===== src/tcpe_pkg.sv =====
// Package for the one-second pulse-width time code encoder.
// Assumes a 50 MHz system clock and an APB register port with 32-bit data.
`default_nettype none

package tcpe_pkg;
    // ----------------------------------------------------------------
    // Clock and mark timing
    // ----------------------------------------------------------------
    localparam int CLK_HZ = 50_000_000;
    localparam int ZERO_MS = 100;
    localparam int ONE_MS = 200;
    localparam int FAULT_HALF_MS = 250;
    localparam int MS_DIV = 1000;
    localparam int ZERO_CYC = ZERO_MS * (CLK_HZ / MS_DIV);
    localparam int ONE_CYC = ONE_MS * (CLK_HZ / MS_DIV);
    localparam int FAULT_CYC = FAULT_HALF_MS * (CLK_HZ / MS_DIV);
    localparam int CNT_W = 28;

    // ----------------------------------------------------------------
    // Register map, byte addresses
    // ----------------------------------------------------------------
    localparam int ADDR_W = 8;
    localparam logic [7:0] OFS_CTRL = 8'h00;
    localparam logic [7:0] OFS_TIME = 8'h04;
    localparam logic [7:0] OFS_DATE = 8'h08;
    localparam logic [7:0] OFS_SECOND = 8'h0C;
    localparam logic [7:0] OFS_STATUS = 8'h10;
    localparam logic [7:0] CTRL_RESET = 8'h00;

    // ----------------------------------------------------------------
    // Telegram layout
    // ----------------------------------------------------------------
    localparam int TEL_W = 59;
    localparam logic [5:0] SEC_LAST = 6'h3B;
    localparam logic [5:0] SEC_FIRST = 6'h00;
    localparam int BIT_START = 0;
    localparam int BIT_STANDBY = 15;
    localparam int BIT_ANNOUNCE = 16;
    localparam int BIT_SUMMER = 17;
    localparam int BIT_WINTER = 18;
    localparam int BIT_LEAP = 19;
    localparam int BIT_TIME_START = 20;
    localparam int MIN_LSB = 21;
    localparam int MIN_W = 7;
    localparam int MIN_PAR = 28;
    localparam int HR_LSB = 29;
    localparam int HR_W = 6;
    localparam int HR_PAR = 35;
    localparam int DATE_LSB = 36;
    localparam int DATE_W = 22;
    localparam int DATE_PAR = 58;

    // Field positions inside the TIME, DATE and STATUS words
    localparam int F_MIN_LSB = 0;
    localparam int F_HR_LSB = 8;
    localparam int F_DAY_LSB = 0;
    localparam int F_DOW_LSB = 8;
    localparam int F_MON_LSB = 16;
    localparam int F_YEAR_LSB = 24;
    localparam int F_SEC_LSB = 8;

    typedef struct packed {
        logic radio_sync;
        logic time_ok;
        logic standby;
        logic leap;
        logic announce;
        logic summer;
        logic fault_silent;
        logic enable;
    } tcpe_ctrl_s;

    typedef struct packed {
        logic [7:0] year;
        logic [4:0] month;
        logic [2:0] dow;
        logic [5:0] day;
        logic [5:0] hour;
        logic [6:0] minute;
    } tcpe_time_s;

    typedef enum logic [1:0] {
        TC_OFF = 2'b00,
        TC_CODE = 2'b01,
        TC_FAULT_SQ = 2'b10,
        TC_SILENT = 2'b11
    } tcpe_mode_e;
endpackage : tcpe_pkg

`default_nettype wire


===== src/tcpe_encoder.sv =====
// Time code pulse encoder: one pulse-width coded mark per second on a digital line.
// Assumes sec_tick is a one-cycle pulse from a timebase on the same clock.
//
// Notes on behaviour
// - A mark every second of the minute except second 59.
// - Missing mark at 59 tells the receiver the next mark starts a minute.
// - Mark leading edge follows the second tick of the timebase.
// - Zero bit is a 100 ms mark, one bit a 200 ms mark.
// - Time fields are sent as BCD, one bit per second.
// - Groups: minutes, hours, date, each followed by its own parity bit.
// - Each parity bit makes the group's count of ones even.
// - Second 17 is a one while summer time is in effect.
// - Second 16 is a one in the hour before a time changeover.
// - Second 19 announces a pending leap second.
// - Standard zone time is UTC plus one hour, plus two in summer.
// - Any other time base may be sent with the same coding.
// - Output is a plain 1 Hz logic level, no carrier.
// - Telegram is suppressed when time is implausible or not radio synced.
// - Fault replaces marks by a 2 Hz square or a silent line.
// - Second 15 is a one while the standby transmitter is the source.
//
// The register offsets and register access over APB were decided locally.
`default_nettype none

module tcpe_encoder
    import tcpe_pkg::*;
#(
    parameter int P_ZERO_CYC = ZERO_CYC,
    parameter int P_ONE_CYC = ONE_CYC,
    parameter int P_FAULT_CYC = FAULT_CYC
) (
    input wire logic clk,
    input wire logic rst_b,
    input wire logic sec_tick,
    input wire logic psel,
    input wire logic penable,
    input wire logic pwrite,
    input wire logic [ADDR_W-1:0] paddr,
    input wire logic [31:0] pwdata,
    output logic [31:0] prdata,
    output logic pready,
    output logic pslverr,
    output logic pulse_out,
    output logic minute_strobe
);

    // ----------------------------------------------------------------
    // Functions
    // ----------------------------------------------------------------
    // Address decode, used by both the read and the write paths
    function automatic logic tc_hit(input logic [ADDR_W-1:0] a, input logic [7:0] ofs);
        return a == ofs;
    endfunction : tc_hit

    // Assemble the 59-bit telegram from staged time and flags
    function automatic logic [TEL_W-1:0] tc_build(input tcpe_time_s t, input tcpe_ctrl_s c);
        logic [TEL_W-1:0] v;
        v = '0;
        v[BIT_START] = 1'b0;
        v[BIT_STANDBY] = c.standby;
        v[BIT_ANNOUNCE] = c.announce;
        v[BIT_SUMMER] = c.summer;
        v[BIT_WINTER] = ~c.summer;
        v[BIT_LEAP] = c.leap;
        v[BIT_TIME_START] = 1'b1;
        v[MIN_LSB +: MIN_W] = t.minute;
        v[MIN_PAR] = ^t.minute;
        v[HR_LSB +: HR_W] = t.hour;
        v[HR_PAR] = ^t.hour;
        v[DATE_LSB +: DATE_W] = {t.year, t.month, t.dow, t.day};
        v[DATE_PAR] = ^{t.year, t.month, t.dow, t.day};
        return v;
    endfunction : tc_build

    // ----------------------------------------------------------------
    // Registers and state
    // ----------------------------------------------------------------
    tcpe_ctrl_s ctrl_reg;
    tcpe_time_s time_reg;
    logic [5:0] sec_reg;
    logic [5:0] sec_next;
    logic [TEL_W-1:0] tel_reg;
    tcpe_mode_e mode_reg;
    tcpe_mode_e mode_next;
    logic [CNT_W-1:0] cnt_reg;
    logic [CNT_W-1:0] width_reg;
    logic pulse_reg;
    logic pulse_next;
    logic strobe_reg;
    logic [31:0] rdata_reg;
    logic err_reg;
    logic wr_en;
    logic fault;

    localparam logic [CNT_W-1:0] W_ZERO = CNT_W'(P_ZERO_CYC);
    localparam logic [CNT_W-1:0] W_ONE = CNT_W'(P_ONE_CYC);
    localparam logic [CNT_W-1:0] W_Q = CNT_W'(P_FAULT_CYC);
    localparam logic [CNT_W-1:0] W_SAT = CNT_W'(3 * P_FAULT_CYC);

    assign wr_en = psel && penable && pwrite;
    assign fault = !(ctrl_reg.time_ok && ctrl_reg.radio_sync);
    assign sec_next = (sec_reg == SEC_LAST) ? SEC_FIRST : sec_reg + 6'h01;

    // ----------------------------------------------------------------
    // APB slave
    // ----------------------------------------------------------------
    // No wait states; read data is latched in the setup cycle
    assign pready = 1'b1;
    assign prdata = rdata_reg;
    assign pslverr = err_reg;

    // Control and staged time, written by software
    always_ff @(posedge clk or negedge rst_b) begin
        if (!rst_b) begin
            ctrl_reg <= tcpe_ctrl_s'(CTRL_RESET);
            time_reg <= '0;
        end else if (wr_en) begin
            if (tc_hit(paddr, OFS_CTRL)) begin
                ctrl_reg <= tcpe_ctrl_s'(pwdata[7:0]);
            end
            // Software stages local time of the chosen zone with its offset applied
            if (tc_hit(paddr, OFS_TIME)) begin
                time_reg.minute <= pwdata[F_MIN_LSB +: MIN_W];
                time_reg.hour <= pwdata[F_HR_LSB +: HR_W];
            end
            if (tc_hit(paddr, OFS_DATE)) begin
                time_reg.day <= pwdata[F_DAY_LSB +: 6];
                time_reg.dow <= pwdata[F_DOW_LSB +: 3];
                time_reg.month <= pwdata[F_MON_LSB +: 5];
                time_reg.year <= pwdata[F_YEAR_LSB +: 8];
            end
        end
    end

    // Read mux and error answer, captured in the setup cycle
    always_ff @(posedge clk or negedge rst_b) begin
        if (!rst_b) begin
            rdata_reg <= '0;
            err_reg <= 1'b0;
        end else if (psel && !penable) begin
            rdata_reg <= '0;
            err_reg <= 1'b0;
            if (tc_hit(paddr, OFS_CTRL)) begin
                rdata_reg <= {24'h000000, ctrl_reg};
            end else if (tc_hit(paddr, OFS_TIME)) begin
                rdata_reg <= {18'h00000, time_reg.hour, 1'b0, time_reg.minute};
            end else if (tc_hit(paddr, OFS_DATE)) begin
                rdata_reg <= {time_reg.year, 3'h0, time_reg.month,
                              5'h00, time_reg.dow, 2'h0, time_reg.day};
            end else if (tc_hit(paddr, OFS_SECOND)) begin
                rdata_reg <= {26'h0000000, sec_reg};
            end else if (tc_hit(paddr, OFS_STATUS)) begin
                rdata_reg <= {18'h00000, sec_reg, 4'h0, mode_reg, fault, pulse_reg};
            end else begin
                err_reg <= 1'b1;
            end
        end
    end

    // ----------------------------------------------------------------
    // Second position within the minute
    // ----------------------------------------------------------------
    // A write aligns the minute; it wins over a tick in the same cycle
    always_ff @(posedge clk or negedge rst_b) begin
        if (!rst_b) begin
            sec_reg <= SEC_LAST;
        end else if (wr_en && tc_hit(paddr, OFS_SECOND)) begin
            sec_reg <= pwdata[5:0];
        end else if (sec_tick) begin
            sec_reg <= sec_next;
        end
    end

    // Telegram latched at the minute mark; staged time describes that new minute
    always_ff @(posedge clk or negedge rst_b) begin
        if (!rst_b) begin
            tel_reg <= '0;
            strobe_reg <= 1'b0;
        end else begin
            strobe_reg <= sec_tick && (sec_next == SEC_FIRST);
            if (sec_tick && (sec_next == SEC_FIRST)) begin
                tel_reg <= tc_build(time_reg, ctrl_reg);
            end
        end
    end
    assign minute_strobe = strobe_reg;

    // ----------------------------------------------------------------
    // Output mode, chosen once per second
    // ----------------------------------------------------------------
    always_comb begin
        case ({ctrl_reg.enable, fault})
            2'b10: mode_next = TC_CODE;
            2'b11: mode_next = ctrl_reg.fault_silent ? TC_SILENT : TC_FAULT_SQ;
            default: mode_next = TC_OFF;
        endcase
    end

    always_ff @(posedge clk or negedge rst_b) begin
        if (!rst_b) begin
            mode_reg <= TC_OFF;
        end else if (sec_tick) begin
            mode_reg <= mode_next;
        end
    end

    // ----------------------------------------------------------------
    // Mark generator
    // ----------------------------------------------------------------
    // One counter times both marks and the fault square; it saturates so a
    // stopped timebase leaves the line idle instead of wrapping into a pulse
    always_ff @(posedge clk or negedge rst_b) begin
        if (!rst_b) begin
            cnt_reg <= W_SAT;
            width_reg <= W_ZERO;
        end else if (sec_tick) begin
            cnt_reg <= CNT_W'(1);
            // Second 59 has no telegram bit; a zero width keeps the line low
            // instead of indexing past the end of the telegram
            if (sec_next == SEC_LAST) begin
                width_reg <= '0;
            end else if (sec_next != SEC_FIRST && sec_next < SEC_LAST && tel_reg[sec_next]) begin
                width_reg <= W_ONE;
            end else begin
                width_reg <= W_ZERO;
            end
        end else if (cnt_reg < W_SAT) begin
            cnt_reg <= cnt_reg + CNT_W'(1);
        end
    end

    always_comb begin
        case (mode_reg)
            TC_CODE: pulse_next = cnt_reg < width_reg;
            TC_FAULT_SQ: pulse_next = (cnt_reg < W_Q) ||
                                      (cnt_reg >= 2 * W_Q && cnt_reg < W_SAT);
            default: pulse_next = 1'b0;
        endcase
    end

    // Rising edge taken at the tick edge itself, so the onset carries the second
    always_ff @(posedge clk or negedge rst_b) begin
        if (!rst_b) begin
            pulse_reg <= 1'b0;
        end else if (sec_tick) begin
            case (mode_next)
                TC_CODE: pulse_reg <= (sec_next != SEC_LAST);
                TC_FAULT_SQ: pulse_reg <= 1'b1;
                default: pulse_reg <= 1'b0;
            endcase
        end else begin
            pulse_reg <= pulse_next;
        end
    end
    assign pulse_out = pulse_reg;
endmodule : tcpe_encoder

`default_nettype wire


===== config.mk =====
export PLATFORM = sky130hd
export DESIGN_NAME = tcpe_encoder
export DESIGN_NICKNAME = d
export VERILOG_FILES = /design/src/tcpe_pkg.sv /design/src/tcpe_encoder.sv
export SDC_FILE = /design/constraint.sdc
export NUM_CORES = 1
export LEC_CHECK = 0
export BUFFER_PORTS_ARGS = -buffer_cell sky130_fd_sc_hd__buf_2
export CAP_MARGIN = 5
export CORE_AREA = 2 2 123 125
export DETAILED_ROUTE_END_ITERATION = 10
export DIE_AREA = 0 0 125 127
export GPL_TIMING_DRIVEN = 0
export PLACE_DENSITY_LB_ADDON = 0.1
export SYNTH_ARGS = -nofsm -noshare
export SYNTH_HDL_FRONTEND = slang
export SYNTH_SLANG_ARGS = --single-unit

===== constraint.sdc =====
create_clock -name clk -period 3.6 [get_ports clk]
set_input_delay 0 -clock clk [delete_from_list [all_inputs] [get_ports clk]]
set_output_delay 0 -clock clk [all_outputs]
set_load 0.1 [all_outputs]

==> impl_results.md <==
* Most frequent cells in the layout: dfrtp_1, buf_2, nand2_1
* Startpoint types: register
* Via density per instance at 6.11
* Post-synth ARST share at 100%
* Antenna cells at 0
* Final hold violations at 0
* Sequential-to-total area share from yosys stat at 46.2%
* Placed wire-length estimate at 16,000 um
* Final Cycle Share at 94.6%
* DIE WIDTH at 125 um
* Final layout net count at 973
* Number of rows in the core area at 44
* Final clock skew at 11.1 ps
* Post-detailed-route wirelength per cell at 20.2 um
* CP Data Arrival Time at 3760 ps
* Core area at 14,400 um2
* Final Max Tran Viols at 0
* Largest net degree at the start of global routing at 82
* Htree depth at 4
* Achievable Freq at 294 MHz
* Number of search-and-repair iterations in the first detailed-routing pass at 5
* Clock transition time at the flip-flop clock pins of the worst setup and hold paths at 70 ps
* Kind of critical path: register to register
* Worst Hold Class: primary input to register
* EDFF count, synth at 0
* Share of final-layout standard cells stronger than drive strength 1 at 23.3%
* Cell area after layout at 10,000 um2
* Final Setup Violations at 0
* Residual DRC count at 0
* Total clock buffers created by CTS at 17
* Overall fraction of global-route tracks in use at 29.0%
* Worst-margin pin slew at 889 ps
* Outcome: finished clean
* Placed inst area at 9120 um2
* Final antenna-violating net count at 0
* Reported leakage power at 4.79 nW
* Maximum fanout count along the critical path at 10
* Clock tree from TritonCTS: yes
* Unrepaired setup endpoints after global routing: no
* Initial cell density of the core at 58.9%
* Worst IR drop on VDD at 0.419 mV
* Antenna violations before repair at 0
* Flip-flop count of the largest register, all copies and words added at 44
* Maximum buffer depth of the clock tree at 2
* Number of standard cells after synthesis at 788
* Normalized max-slew margin at 40.1%
* Total of max-cap violations at 0
* Area Overhead vs Synth at 18.1%
* Clock latency on the worst-skew pair at 430 ps
* Die height at 127 um
* Data required time of the critical path at 3960 ps
* Total of buffers placed on input and output ports at 67
* Via count of the first global-routing pass at 6,842
* Final critical-path required period at 3410 ps
* Post-Synthesis Cell Area at 8500 um2
* Power density over the cells at 568 nW/um2
* Remaining Overflow, GRT at 0
* Root buffer cell: clkbuf_16
* Ports at 82
* Flip-flop cell with the highest count after synthesis: dfrtp_1
* Post-synthesis cell type count at 77
* Yosys reg bits at 156
* Most common library cell in the layout ignoring fill and taps: dfrtp_1
* Sinks on the clock net at 156
* Detailed Route WL at 22,300 um
* Yosys Warn Count at 0
* CP Capture Type: register
* Avg Cell Area, Syn at 10.8 um2
* Post-route setup TNS at 0 ps
* Initial DRC count at 594
* Weighted congestion at the end of routability-driven global placement at 0.912
* First-pass GRT wire length at 36,100 um
* Die Area at 15,900 um2
* DR vias at 6,740
[logic make-up after synthesis]
group | Yosys count | share of synthesized area, %
other cells | 2 | 0.0883
compound gates | 142 | 10.9
fa+ha+maj | 20 | 2.94
flops | 156 | 46.2
xor+xnor | 56 | 5.77
simple gates | 227 | 13.8
mux | 116 | 16.4
buf+inv | 69 | 3.90
[layout make-up]
| class | count | area (um2) |
|---|---|---|
| repair buffers | 96 | 649 |
| flip-flops and latches | 156 | 3930 |
| clock inverters | 13 | 203 |
| clock buffers | 18 | 439 |
| multi-input cells | 567 | 4260 |
| well taps | 184 | 230 |
| inverters | 19 | 71.3 |
| fillers | 1073 | 4390 |
| plain buffers | 50 | 260 |
[through the flow]
| stage | cells | hold WS, ps | util [%] | power, mW | worst slack (ps) |
|---|---|---|---|---|---|
| global route | 1103 | 193 | 69.6 | 5.95 | 66.4 |
| global placement | 1043 | 232 | 63.0 | 3.64 | 229 |
| detailed placement | 1044 | 65.7 | 63.2 | 3.69 | 231 |
| floorplan | 792 | -296 | - | 3.21 | 940 |
| finish | 1103 | 159 | 69.6 | 5.70 | 194 |
| CTS | 1103 | 134 | 69.6 | 5.68 | 203 |
[cell usage after synthesis (all sizes together) (8+ instances only)]
master	count	area [um2]
a22oi	12	90.1
and3	13	81.3
nand3	10	50.1
dfstp	17	447
nand4	10	62.6
buf	27	173
clkbuf	23	87.6
mux4	9	218
xnor2	37	324
a21oi	22	110
dfrtp	139	3480
nor2	57	216
nor3	8	45.0
o21ai	55	279
nand2	74	278
xor2	19	166
inv	19	71.3
ha	20	250
and3b	9	78.8
mux2i	23	230
mux2	84	946
[timing repair]
item | 4_1_cts | 5_1_grt
setup endpoints to repair | 0 | 0
resized for setup | 0 | 0
setup buffers | 0 | 0
hold buffers | 28 | 0
hold endpoints to repair | 112 | 0
[power by group]
group	leakage [nW]	total (mW)	switching (mW)	internal, mW
Clock	0.318	1.97	0.774	1.20
Combinational	2.38	1.77	1.05	0.721
Sequential	2.09	1.96	0.0960	1.86
[worst max-delay path, cell delays in order (launching register included)]
cell	delay [ps]
dfstp_2	550
buf_2	180
inv_1	80
ha_1	290
clkbuf_1	140
inv_1	130
clkbuf_1	520
mux4_1	400
a221oi_1	310
o22ai_1	150
nor3_1	200
o32a_1	260
o2bb2ai_2	120
[final timing paths]
path / startpoint / endpoint / slack [ps] / cells past startpoint
min reg2reg: prdata[24] / prdata[24] / 470 / 2
min in group asynchronous: rst_b / cnt_reg[16] / 170 / 2
max reg2reg: sec_reg[0] / width_reg[20] / 190 / 12
min: paddr[4] / prdata[7] / 160 / 4
max: sec_reg[0] / width_reg[20] / 190 / 12
max in group asynchronous: rst_b / width_reg[19] / 2580 / 3
[layer usage]
| layer | part of all wire, % | vias up | routed length, um | global-route usage [%] |
|---|---|---|---|---|
| li1 | - | 3040 | - | - |
| met1 | 43 | 3388 | 9600 | 38.1 |
| met2 | 49 | 275 | 11000 | 49.1 |
| met3 | 5.6 | 37 | 1250 | 4.94 |
| met4 | 2.0 | 0 | 447 | 10.6 |
| met5 | 0 | - | 0 | 0 |
No activity file was read; power rests on OpenSTA's default activity.
